[src/spx_regs.svh]
`ifndef SPX_REGS_SVH
`define SPX_REGS_SVH
// register indices, byte address is four times the index
`define SPX_IDX_INSTR 10'h000
`define SPX_IDX_CTRL 10'h001
`define SPX_IDX_FLAGS 10'h002
`define SPX_IDX_MADDR 10'h003
`define SPX_IDX_MDATA 10'h004
`define SPX_IDX_STACK_HI 10'h0d8
`define SPX_IDX_STACK_LO 10'h0d9
// control write bits and status read bits
`define SPX_CTRL_GO 0
`define SPX_CTRL_CLR 1
`define SPX_ST_BUSY 0
`define SPX_ST_DONE 1
`define SPX_ST_ILL 2
// reset values
`define SPX_SP_RESET 16'h0000
`define SPX_FLAGS_RESET 6'h00
`define SPX_INSTR_RESET 24'h000000
// timing and bus answers
`define SPX_EXEC_CYCLES 8
`define SPX_RESP_OKAY 2'b00
`define SPX_RESP_SLVERR 2'b10
`endif

[src/spx_pkg.sv]
package spx_pkg;
  // stack transfer opcodes
  typedef enum logic [7:0] {
    OP_POP_REG = 8'h50,
    OP_POP_INDIRECT = 8'h51,
    OP_PUSH_REG = 8'h70,
    OP_PUSH_INDIRECT = 8'h71,
    OP_USER_STACK_POP_DECREMENTING = 8'h92,
    OP_USER_STACK_POP_INCREMENTING = 8'h93,
    OP_USER_STACK_PUSH_DECREMENTING = 8'h82
  } spx_opcode_t;
  // execution sequence
  typedef enum logic [2:0] {
    ST_IDLE = 3'b000,
    ST_RPTR = 3'b001,
    ST_RDAT = 3'b010,
    ST_WDAT = 3'b011,
    ST_WPTR = 3'b100,
    ST_WAIT = 3'b101
  } spx_state_t;
  // instruction as loaded by software
  typedef struct packed {
    logic [7:0] op2;
    logic [7:0] op1;
    logic [7:0] opcode;
  } spx_instr_t;
endpackage

[src/spx_regfile_mem.sv]
`timescale 1ns/1ps
module spx_regfile_mem #(
  parameter int DATA_W = 8,
  parameter int DEPTH = 256
) (
  // clock
  input wire logic clk,
  // single port
  input wire logic [$clog2(DEPTH)-1:0] addr,
  input wire logic we,
  input wire logic [DATA_W-1:0] wdata,
  output logic [DATA_W-1:0] rdata
);
  logic [DATA_W-1:0] mem [DEPTH];

  // read before write, read data registered
  always_ff @(posedge clk) begin
    rdata <= mem[addr];
    if (we) begin
      mem[addr] <= wdata;
    end
  end
endmodule

[src/spx_stack_exec.sv]
`timescale 1ns/1ps
`include "spx_regs.svh"
// Operation
// RULE1: pop reads byte at system stack pointer into destination, then increments pointer
// RULE2: no pop or push instruction changes any condition flag
// RULE3: decrementing user pop copies byte at user pointer, then decrements it
// RULE4: opcode 92 is decrementing user pop, source byte before destination, 8 cycles
// RULE5: opcode 93 user pop copies byte at user pointer, then increments it
// RULE6: push decrements system stack pointer first, then stores source byte there
// RULE7: push on pointer zero wraps to all ones before storing
// RULE8: opcode 82 decrements user pointer, then writes source to addressed register
// RULE9: system stack pointer is high byte at d8 and low byte at d9
// RULE10: pointer steps carry and borrow across both bytes as one counter
// RULE11: user pointer is one register byte, steps wrap modulo 256
module spx_stack_exec #(
  parameter int ADDR_W = 12,
  parameter int CYCLES = `SPX_EXEC_CYCLES
) (
  // clock and reset
  input wire logic aclk,
  input wire logic aresetn,
  // write address
  input wire logic [ADDR_W-1:0] s_axi_awaddr,
  input wire logic s_axi_awvalid,
  output logic s_axi_awready,
  // write data
  input wire logic [31:0] s_axi_wdata,
  input wire logic [3:0] s_axi_wstrb,
  input wire logic s_axi_wvalid,
  output logic s_axi_wready,
  // write response
  output logic [1:0] s_axi_bresp,
  output logic s_axi_bvalid,
  input wire logic s_axi_bready,
  // read address
  input wire logic [ADDR_W-1:0] s_axi_araddr,
  input wire logic s_axi_arvalid,
  output logic s_axi_arready,
  // read data
  output logic [31:0] s_axi_rdata,
  output logic [1:0] s_axi_rresp,
  output logic s_axi_rvalid,
  input wire logic s_axi_rready
);
  localparam int CW = $clog2(CYCLES);

  spx_pkg::spx_state_t state, next_state;
  spx_pkg::spx_instr_t instr;
  logic [15:0] sp, sp_start;
  logic [5:0] flags;
  logic [7:0] maddr, ptr, mem_addr, mem_wdata, mem_rdata, rd_addr, wr_addr;
  logic [CW-1:0] cnt;
  logic done, illegal, mem_we;
  logic aw_held, w_held, rd_pend, rd_s2, rd_bad;
  logic [9:0] aw_idx, ar_idx;
  logic [31:0] w_data, status, rd_val;
  logic [3:0] w_strb;

  function automatic logic is_mapped(input logic [9:0] idx);
    return idx == `SPX_IDX_INSTR || idx == `SPX_IDX_CTRL || idx == `SPX_IDX_FLAGS ||
      idx == `SPX_IDX_MADDR || idx == `SPX_IDX_MDATA || idx == `SPX_IDX_STACK_HI ||
      idx == `SPX_IDX_STACK_LO;
  endfunction

  // 16-bit step, carry and borrow ripple across both bytes
  function automatic logic [15:0] step16(input logic [15:0] v, input logic up);
    return up ? 16'(v + 16'h0001) : 16'(v - 16'h0001); // RULE10 RULE7
  endfunction

  // 8-bit step, wraps inside the register file
  function automatic logic [7:0] step8(input logic [7:0] v, input logic up);
    return up ? 8'(v + 8'h01) : 8'(v - 8'h01); // RULE11
  endfunction

  // opcode classes
  wire [7:0] opc = instr.opcode;
  wire op_pop = opc == spx_pkg::OP_POP_REG || opc == spx_pkg::OP_POP_INDIRECT;
  wire op_push = opc == spx_pkg::OP_PUSH_REG || opc == spx_pkg::OP_PUSH_INDIRECT;
  wire is_upop_dec = opc == spx_pkg::OP_USER_STACK_POP_DECREMENTING; // RULE4
  wire is_upop_inc = opc == spx_pkg::OP_USER_STACK_POP_INCREMENTING;
  wire is_upush_dec = opc == spx_pkg::OP_USER_STACK_PUSH_DECREMENTING;
  wire op_user = is_upop_dec || is_upop_inc || is_upush_dec;
  wire legal = op_pop || op_push || op_user;
  wire busy = state != spx_pkg::ST_IDLE;
  wire fin = state == spx_pkg::ST_WAIT && cnt == CW'(CYCLES - 1);

  // pointer arithmetic, system pop and user pop 93 count up, other opcodes count down
  wire [15:0] sp_next = step16(sp, op_pop);
  wire [7:0] usp_next = step8(ptr, is_upop_inc);

  // source and destination selection per opcode
  assign rd_addr = op_pop ? sp[7:0] : // RULE1
    opc == spx_pkg::OP_PUSH_REG ? instr.op1 :
    is_upush_dec ? instr.op2 : mem_rdata; // RULE3 RULE5
  assign wr_addr = opc == spx_pkg::OP_POP_REG ? instr.op1 :
    opc == spx_pkg::OP_POP_INDIRECT ? ptr :
    op_push ? sp_next[7:0] : // RULE6 RULE9
    is_upush_dec ? usp_next : instr.op2; // RULE8

  // bus write decode, all writes refused while an instruction runs
  wire wr_fire = aw_held && w_held && !s_axi_bvalid;
  wire rd_inflight = rd_pend || rd_s2;
  wire go_req = aw_idx == `SPX_IDX_CTRL && w_strb[0] && w_data[`SPX_CTRL_GO];
  wire wr_ok = is_mapped(aw_idx) && !busy && !(go_req && rd_inflight);
  wire wr_go = wr_fire && wr_ok;
  wire start = wr_go && go_req && legal;
  wire bad_op = wr_go && go_req && !legal;
  wire clr = wr_go && aw_idx == `SPX_IDX_CTRL && w_strb[0] && w_data[`SPX_CTRL_CLR];
  wire sw_lo = wr_go && w_strb[0];

  // memory port: executor owns it while busy
  assign mem_addr = !busy ? maddr :
    state == spx_pkg::ST_RDAT ? rd_addr :
    state == spx_pkg::ST_WDAT ? wr_addr : instr.op1;
  assign mem_we = busy ? (state == spx_pkg::ST_WDAT ||
    (state == spx_pkg::ST_WPTR && op_user)) : sw_lo && aw_idx == `SPX_IDX_MDATA;
  assign mem_wdata = !busy ? w_data[7:0] :
    state == spx_pkg::ST_WPTR ? usp_next : mem_rdata;

  spx_regfile_mem #(.DATA_W(8), .DEPTH(256)) u_mem (
    .clk(aclk),
    .addr(mem_addr),
    .we(mem_we),
    .wdata(mem_wdata),
    .rdata(mem_rdata)
  );

  // read side selection
  assign status = (32'(busy) << `SPX_ST_BUSY) | (32'(done) << `SPX_ST_DONE) |
    (32'(illegal) << `SPX_ST_ILL);
  assign rd_val = ar_idx == `SPX_IDX_INSTR ? {8'h00, instr} :
    ar_idx == `SPX_IDX_CTRL ? status :
    ar_idx == `SPX_IDX_FLAGS ? {26'h0, flags} :
    ar_idx == `SPX_IDX_MADDR ? {24'h0, maddr} :
    ar_idx == `SPX_IDX_MDATA ? {24'h0, mem_rdata} :
    ar_idx == `SPX_IDX_STACK_HI ? {24'h0, sp[15:8]} : {24'h0, sp[7:0]}; // RULE9

  // handshakes
  assign s_axi_awready = !aw_held;
  assign s_axi_wready = !w_held;
  assign s_axi_arready = !rd_inflight && !s_axi_rvalid;

  // write channel: address and data taken in either order
  always_ff @(posedge aclk) begin
    if (!aresetn) begin
      aw_held <= 1'b0;
      w_held <= 1'b0;
      aw_idx <= 10'h000;
      w_data <= 32'h0;
      w_strb <= 4'h0;
      s_axi_bvalid <= 1'b0;
      s_axi_bresp <= `SPX_RESP_OKAY;
    end else begin
      if (s_axi_awvalid && s_axi_awready) begin
        aw_held <= 1'b1;
        aw_idx <= s_axi_awaddr[11:2];
      end else if (wr_fire) begin
        aw_held <= 1'b0;
      end
      if (s_axi_wvalid && s_axi_wready) begin
        w_held <= 1'b1;
        w_data <= s_axi_wdata;
        w_strb <= s_axi_wstrb;
      end else if (wr_fire) begin
        w_held <= 1'b0;
      end
      if (wr_fire) begin
        s_axi_bvalid <= 1'b1;
        s_axi_bresp <= wr_ok ? `SPX_RESP_OKAY : `SPX_RESP_SLVERR;
      end else if (s_axi_bready) begin
        s_axi_bvalid <= 1'b0;
      end
    end
  end

  // read channel: one cycle to address memory, one for its data
  always_ff @(posedge aclk) begin
    if (!aresetn) begin
      rd_pend <= 1'b0;
      rd_s2 <= 1'b0;
      rd_bad <= 1'b0;
      ar_idx <= 10'h000;
      s_axi_rvalid <= 1'b0;
      s_axi_rdata <= 32'h0;
      s_axi_rresp <= `SPX_RESP_OKAY;
    end else begin
      rd_pend <= s_axi_arvalid && s_axi_arready;
      rd_s2 <= rd_pend;
      if (s_axi_arvalid && s_axi_arready) begin
        ar_idx <= s_axi_araddr[11:2];
      end
      if (rd_pend) begin
        rd_bad <= !is_mapped(ar_idx) || (ar_idx == `SPX_IDX_MDATA && busy);
      end
      if (rd_s2) begin
        s_axi_rvalid <= 1'b1;
        s_axi_rdata <= rd_bad ? 32'h0 : rd_val;
        s_axi_rresp <= rd_bad ? `SPX_RESP_SLVERR : `SPX_RESP_OKAY;
      end else if (s_axi_rready) begin
        s_axi_rvalid <= 1'b0;
      end
    end
  end

  // software registers; flags are only ever written by software
  always_ff @(posedge aclk) begin
    if (!aresetn) begin
      instr <= `SPX_INSTR_RESET;
      flags <= `SPX_FLAGS_RESET;
      maddr <= 8'h00;
    end else begin
      for (int i = 0; i < 3; i++) begin
        if (wr_go && aw_idx == `SPX_IDX_INSTR && w_strb[i]) begin
          instr[8*i +: 8] <= w_data[8*i +: 8];
        end
      end
      if (sw_lo && aw_idx == `SPX_IDX_FLAGS) begin
        flags <= w_data[5:0]; // RULE2
      end
      if (sw_lo && aw_idx == `SPX_IDX_MADDR) begin
        maddr <= w_data[7:0];
      end
    end
  end

  // system stack pointer: pop steps after its read, push before its store
  always_ff @(posedge aclk) begin
    if (!aresetn) begin
      sp <= `SPX_SP_RESET;
    end else if (state == spx_pkg::ST_WDAT && !op_user) begin
      sp <= sp_next; // RULE1 RULE6
    end else begin
      if (sw_lo && aw_idx == `SPX_IDX_STACK_HI) begin
        sp[15:8] <= w_data[7:0]; // RULE9
      end
      if (sw_lo && aw_idx == `SPX_IDX_STACK_LO) begin
        sp[7:0] <= w_data[7:0];
      end
    end
  end

  // sequence: pointer read, data read, data write, pointer write, pad
  always_comb begin
    unique case (state)
      spx_pkg::ST_IDLE: next_state = start ? spx_pkg::ST_RPTR : spx_pkg::ST_IDLE;
      spx_pkg::ST_RPTR: next_state = spx_pkg::ST_RDAT;
      spx_pkg::ST_RDAT: next_state = spx_pkg::ST_WDAT;
      spx_pkg::ST_WDAT: next_state = spx_pkg::ST_WPTR;
      spx_pkg::ST_WPTR: next_state = spx_pkg::ST_WAIT;
      spx_pkg::ST_WAIT: next_state = fin ? spx_pkg::ST_IDLE : spx_pkg::ST_WAIT;
      default: next_state = spx_pkg::ST_IDLE;
    endcase
  end

  // executor state; done set wins over a clear in the same cycle
  always_ff @(posedge aclk) begin
    if (!aresetn) begin
      state <= spx_pkg::ST_IDLE;
      cnt <= '0;
      ptr <= 8'h00;
      done <= 1'b0;
      illegal <= 1'b0;
      sp_start <= 16'h0000;
    end else begin
      state <= next_state;
      cnt <= start ? '0 : CW'(cnt + 1'b1); // RULE4
      if (state == spx_pkg::ST_RDAT) begin
        ptr <= mem_rdata;
      end
      if (start) begin
        sp_start <= sp;
      end
      done <= fin || (done && !clr);
      illegal <= bad_op || (illegal && !clr);
    end
  end
endmodule

[config.mk]
export PLATFORM = sky130hd
export DESIGN_NAME = spx_stack_exec
export DESIGN_NICKNAME = d
export VERILOG_FILES = /design/src/spx_pkg.sv /design/src/spx_regfile_mem.sv /design/src/spx_stack_exec.sv
export VERILOG_INCLUDE_DIRS = /design/src
export SDC_FILE = /design/constraint.sdc
export NUM_CORES = 2
export LEC_CHECK = 0
export BUFFER_PORTS_ARGS = -buffer_cell sky130_fd_sc_hd__buf_2
export CAP_MARGIN = 15
export CORE_UTILIZATION = 51
export CTS_BUF_LIST = sky130_fd_sc_hd__clkbuf_4
export DETAILED_ROUTE_END_ITERATION = 7
export PLACE_DENSITY = 0.68
export SYNTH_ARGS = -nofsm -noshare
export SYNTH_HDL_FRONTEND = slang
export SYNTH_SLANG_ARGS = --single-unit
[constraint.sdc]
create_clock -name aclk -period 12.3 [get_ports aclk]
set_input_delay 1.845 -clock aclk [delete_from_list [all_inputs] [get_ports aclk]]
set_output_delay 1.845 -clock aclk [all_outputs]
set_load 0.01 [all_outputs]
After elaboration in Yosys (flattened, before gate mapping)
Memory sizes are Yosys's and may differ from the RTL's. A register that Yosys moved wholly into a read port is not among the register bits.
Cells that the tools add are included.
{"block": "word_totals", "input_bits": 67, "mem_bits_rw": 2048, "regBits": 160, "word_cells": 178, "n_memories": 1}
{"block": "op_classes", "add_sub_neg": 5, "n_eq_ne": 25, "muxes": 39, "bitwise": 3, "n_reduce_logical": 79}
{"memory": "u_mem.mem", "depth": 256, "width": 8, "read_ports": 1, "rd_ports_with_merged_regs": 1, "write_ports": 1, "line_no": "spx_regfile_mem.sv:14", "source": "logic [DATA_W-1:0] mem [DEPTH];"}
{"op": "$mux W8", "n": 20}
{"op": "$mux W24", "n": 2}
{"op": "$eq A10 B2 Y1 const B", "n": 4}
{"op": "$eq A10 B8 Y1 const B", "n": 4}
{"op": "$logic_and A1 B1 Y1", "n": 34}
{"op": "$eq A8 B7 Y1 const B", "n": 4}
{"op": "$mux W16", "n": 2}
{"op": "$eq A8 B8 Y1 const B", "n": 3}
{"op": "$logic_or A1 B1 Y1", "n": 23}
{"op": "$eq A10 B1 Y1 const B", "n": 2}
{"op": "$eq A10 B3 Y1 const B", "n": 2}
{"op": "$logic_not A10 Y1", "n": 2}
{"op": "$pmux W3 S6", "n": 1}
{"op": "$add A16 B1 Y16 const B", "n": 1}
{"op": "$sub A16 B1 Y16 const B", "n": 1}
{"op": "$reduce_bool A2 Y1", "n": 6}
{"op": "$logic_not A1 Y1", "n": 11}
{"op": "$mux W1", "n": 11}
{"op": "$eq A3 B3 Y1 const B", "n": 3}
{"op": "$add A8 B1 Y8 const B", "n": 1}
{"op": "$sub A8 B1 Y8 const B", "n": 1}
{"op": "$eq A3 B2 Y1 const B", "n": 2}
{"op": "$mux W2", "n": 2}
{"op": "$add A3 B1 Y3 const B", "n": 1}
{"op": "other kinds (8)", "n": 8}

Longest topological paths before layout
{"block": "logic_depth", "word_depth": 16, "ltp_mapped": 23, "depth_no_buf": 17}

Modules after synthesis
From an unflattened synthesis, not the netlist that was laid out.
{"block": "unflattened", "cells_unflattened": 4577, "hier_area_um2": 86546.8}
{"module": "spx_regfile_mem", "seq_area_each_um2": 61659.1, "cells_per_inst": 3547, "instances": 1, "area_per_inst_um2": 78492.8}
{"module": "spx_stack_exec", "seq_area_each_um2": 3002.9, "cells_per_inst": 1030, "instances": 1, "area_per_inst_um2": 8054.0}

Least setup slack after synthesis
Ideal clock, no wire load.
{"block": "synth_timing", "path_kind": "register to register", "from": "register instr, in the netlist opc[6]", "to": "memory u_mem.mem[0][7], data pin", "setup_time_ns": 1.731, "path_stages_with_launch": 13, "arrival_ns": 10.286, "path_buffers": 1, "t_required_ns": 10.569, "setup_slack_ns": 0.282, "path_cell_list": "dfxtp_1 -> buf_2 -> nand4bb_1 -> nor3_1 -> nand3_1 -> ha_1 -> a211oi_1 -> o21ai_0 -> a21oi_1 -> o21a_1 -> xnor2_1 -> nand2b_1 -> a31oi_1"}
{"block": "synth_via", "elab_chain_cells": 4}
{"element": "from (decl)", "line_no": "spx_stack_exec.sv:48", "source": "spx_pkg::spx_instr_t instr;"}
{"element": "from (signal assigned)", "line_no": "spx_stack_exec.sv:208", "source": "instr <= `SPX_INSTR_RESET;"}
{"element": "from (signal, indexed assignment)", "line_no": "spx_stack_exec.sv:214", "source": "instr[8*i +: 8] <= w_data[8*i +: 8];"}
{"element": "$eq A8 B8 Y1", "line_no": "spx_stack_exec.sv:80", "source": "wire is_upop_inc = opc == spx_pkg::OP_USER_STACK_POP_INCREMENTING;"}
{"element": "$mux W8", "line_no": "spx_stack_exec.sv:72", "source": "return up ? 8'(v + 8'h01) : 8'(v - 8'h01);"}
{"element": "$mux W8", "line_no": "spx_stack_exec.sv:118", "source": "state == spx_pkg::ST_WPTR ? usp_next : mem_rdata;"}
{"element": "$mux W8", "line_no": "spx_stack_exec.sv:117", "source": "assign mem_wdata = !busy ? w_data[7:0] :"}
{"element": "named net mem_wdata[7]", "line_no": "spx_stack_exec.sv:51", "source": "logic [7:0] maddr, ptr, mem_addr, mem_wdata, mem_rdata, rd_addr, wr_addr;"}
{"element": "to (decl)", "line_no": "spx_regfile_mem.sv:14"}
The timed path passes the listed nets, and every way through them passes these cells.

Worst setup path in the final report
{"block": "layout_timing", "from": "register instr, in the netlist opc[5]", "to": "memory u_mem.mem[91][7], enable pin"}
{"block": "layout_via", "elab_chain_cells": 9, "elab_cells_between_ends": 28}
{"element": "$eq A8 B8 Y1 (tied with other cells)", "line_no": "spx_stack_exec.sv:80"}
{"element": "$mux W8 / $logic_or A1 B1 Y1 (equally long branches)", "line_no": "spx_stack_exec.sv:72, spx_stack_exec.sv:77"}
{"element": "$mux W8 / $mux W16 (equally long branches)", "line_no": "spx_stack_exec.sv:98, spx_stack_exec.sv:67"}
{"element": "$mux W8", "line_no": "spx_stack_exec.sv:97", "source": "op_push ? sp_next[7:0] :"}
{"element": "$mux W8", "line_no": "spx_stack_exec.sv:96", "source": "opc == spx_pkg::OP_POP_INDIRECT ? ptr :"}
{"element": "$mux W8", "line_no": "spx_stack_exec.sv:95", "source": "assign wr_addr = opc == spx_pkg::OP_POP_REG ? instr.op1 :"}
{"element": "$mux W8", "line_no": "spx_stack_exec.sv:114", "source": "state == spx_pkg::ST_WDAT ? wr_addr : instr.op1;"}
{"element": "$mux W8", "line_no": "spx_stack_exec.sv:113", "source": "state == spx_pkg::ST_RDAT ? rd_addr :"}
{"element": "$mux W8", "line_no": "spx_stack_exec.sv:112", "source": "assign mem_addr = !busy ? maddr :"}
Parallel ways exist; a longest one is shown, timed or not.

==> results by group <==
CTS
  – Max clock buf depth: 4
  – Cts hold-fix bufs: 0
  – Clock transition at the registers of the reported paths: 60 ps
  – CTS buffer count: 579
  – CTS tree: yes
  – H-Tree Depth: 6
  – Clock Sinks: 2206
  – Setup bufs post-CTS: 0
  – Clock root buffer: clkbuf_4
  – CTS-repair resized insts: 0
  – Worst-skew pair later-pin latency: 1400 ps

Worst setup path
  – Crit path buf inv count: 2
  – Required @ worst endpoint: 13230 ps
  – Type of the worst setup path: reg -> reg
  – Cell count along the critical path: 14
  – CP delay by family, top: simple AND/OR/NAND/NOR gates
  – Worst r2r src: opc[5]
  – Slowest stage delay, CP: 890 ps
  – CP Cell Sequence: nand4bb_1, nor3_1, nand3_1, ha_1, a211oi_1, nor2_1, nor3_1, o21bai_1, o21a_4, nor2_4, buf_4, nand2_1, buf_4, nor2_1
  – Slowest cell on the critical path: nand2_1
  – Reg-to-reg setup timing slack: 4730 ps
  – Startpoint types: flip-flop
  – Crit Path Max Fanout: 37
  – Arrival time at the worst endpoint: 8490 ps
  – CP endpoint kind: flip-flop
  – End of the worst register-to-register path: u_mem.mem[91][7]
  – Worst-case reg-to-reg path depth: 14

Pwr
  – Max IR drop VDD: about 0.092 mV
  – Pwr per Cell Area: 147 nW/um2
  – PnR Total Power: 14.6 mW
  – Static Leak: 34.4 nW
  – Total net switching power: 3.13 mW
  – Gate power share: 1.5%
  – Clock share of power: 42.1%
  – Sw Ratio: 21.4%
  – Seq pwr share: 56.4%
  – Int Power: 11.5 mW

Job
  – Total of max-cap violations: 0

Drt
  – DRT iter0 DRCs: 9083
  – Routed length per instance: ~29 um
  – Final WL: 276000 um
  – # DRC: 1
  – DR vias: 60400
  – ANT nets after route: 0
  – Vias per inst: ~6.3
  – First-pass iteration count of the detailed router: 8

Final layout
  – Area delta synth->final: 10.3%
  – Nets: 6963
  – Design Area, Final: between 90000 and 100000 um2
  – Layout cells sized above 1: 17.6%

Placement
  – GPL Wtd Cong: 0.927
  – # port buffers: 84
  – Placed Area: 92200 um2
  – Detailed placer's ending HPWL: 157000 um

Worst hold path
  – Worst hold start: ar_idx[8]
  – Hold Path End: ar_idx[8]
  – Hold Path Cell Cnt: 2
  – HP Class: reg -> reg

Logic synthesis
  – Cell taking the most area after synthesis: edfxtp_1
  – Mean Syn Cell Area: 13.8 um2
  – Fraction of registers with async set/reset: 0%
  – Gate Count Post-Synth: approximately 6500
  – Cell Area, Synth: approximately 90000 um2
  – Warnings from Yosys: 0
  – Yosys reg bits: 2206
  – Netlist cell types: 106
  – Yosys top cell area share: between 60 and 70%
  – Most frequent cells after synthesis: edfxtp_1, nand2_1, nand3_1
  – Count leader, synth: edfxtp_1
  – Register area share after synthesis: a little under three quarters
  – Post-synth EDFFs: 2048
  – Ys flop type: edfxtp_1
  – Synth top area cells: edfxtp_1, nand2_1, dfxtp_1

STA
  – Slew headroom: 14.8%
  – Slew Viols, Final: 0
  – Final Cycle Share: roughly 60%
  – Clock skew: 119 ps
  – # setup viols final: 0
  – Hold Fails Final Rpt: 0
  – Setup_tns: 0 ps
  – Period minus WS final: between 7000 and 8000 ps
  – RSZ-0062 raised after global routing: no
  – Slew @ Worst Pin: between 1000 and 1500 ps
  – FMAX: 132 MHz

Global route
  – Vias in the first global route: 57200
  – Grt ovf: 0
  – First-pass GRT wire length: just under 400000 um
  – Gr usage total: 30.5%
  – Largest net degree at the start of global routing: between 200 and 250
  – Antenna violations before repair: 14

Die
  – Die extent in y: 422 um
  – Core area: 174000 um2
  – Die area: about 180000 um2
  – Row cnt: 153
  – Initial core utilization: between 50% and 60%
  – Chip Width: 422 um
  – IO Pins: ~110

Outcome
  – Failing checks: DRC
  – Outcome: finished, violations left
[per-stage QoR]
stage          util (%)  hold slack [ps]  setup slack, ps  instances
5_1_grt            56.8              481             4720       9573
6_report           56.8              454             4730       9577
4_1_cts            56.8              459             4920       9566
3_5_place_dp       52.9              450             5040       8629
2_1_floorplan         -              436              282       6526
3_3_place_gp       52.9              443             5060       8629
[layout by cell type (no fill, tap or decap), types with 17 or more instances in the layout]
master and n:
a211oi_1 28, a21boi_0 34, a21oi_1 225, a221oi_1 43, a22oi_1 46, a311oi_1 24, a31oi_1 110, a32oi_1 50
and3_1 73, buf_12 17, buf_2 84, buf_4 119, clkbuf_4 827, clkinv_1 77, dfxtp_1 158, edfxtp_1 2048
inv_1 17, mux2i_1 260, mux4_2 99, nand2_1 1373, nand3_1 414, nand4_1 58, nor2_1 383, nor2b_1 34
nor3_1 34, nor4_1 23, o211ai_1 26, o21ai_0 117, o221ai_1 21, o22ai_1 56
[flip-flops by register name (all words and copies together), names as in the netlist, 3 cells and up]
name / cells
ar_idx: 10
aw_idx: 10
cnt: 3
flags: 6
instr: 16
maddr: 8
opc: 8
ptr: 8
s_axi_rdata: 24
sp: 16
state: 3
u_mem.mem: 2048
u_mem.rdata: 8
w_data: 24
w_strb: 3
[worst min-delay path: stages (launching register included)]
cell and delay (ps):
dfxtp_1 300, nand2_1 50, a21oi_1 50
[final cells by class]
cell class	instances	area, um2
fillers	13800	75300
inverters	19	71.3
flip-flops and latches	2206	64700
clock buffers	827	6210
diodes	11	27.5
multi-input cells	3859	22900
repair buffers	220	1650
clock inverters	110	639
well taps	2325	2910
[power groups by stage]
stage	registers (mW)	clock network, mW	logic [mW]
4_1_cts	8.24	6.21	0.215
3_5_place_dp	8.40	0	0.215
5_1_grt	8.24	6.59	0.231
3_3_place_gp	8.40	0	0.205
2_1_floorplan	8.44	0	0.107
6_report	8.24	6.15	0.218
[routing by layer]
layer	up-vias	track usage, %	share of wire, %
li1	25700	-	-
met1	29600	40.5	36
met2	4381	46.2	45
met3	739	7.89	13
met4	8	16.3	5.4
met5	-	0	0.021
[worst max-delay path by stage]
stage	from	end	slack, ps
detailed placement	opc[5]	u_mem.mem[91][5]	5040
CTS	opc[5]	u_mem.mem[91][7]	4920
finish	opc[5]	u_mem.mem[91][7]	4730
global placement	opc[5]	u_mem.rdata[1]	5060
global route	opc[5]	u_mem.rdata[5]	4720
floorplan	opc[6]	u_mem.mem[0][7]	280
[cell families after synthesis]
group                      share of synthesized area (%)
AOI/OAI and AO/OA                                   7.17
xor gates and xnor gates                           0.137
adders and majority gates                          0.162
buffers and inverters                               2.89
DFF                                                 72.0
muxes                                               5.58
other                                            0.00417
and+or+nand+nor                                     12.1
(Power assumes the default switching activity.)
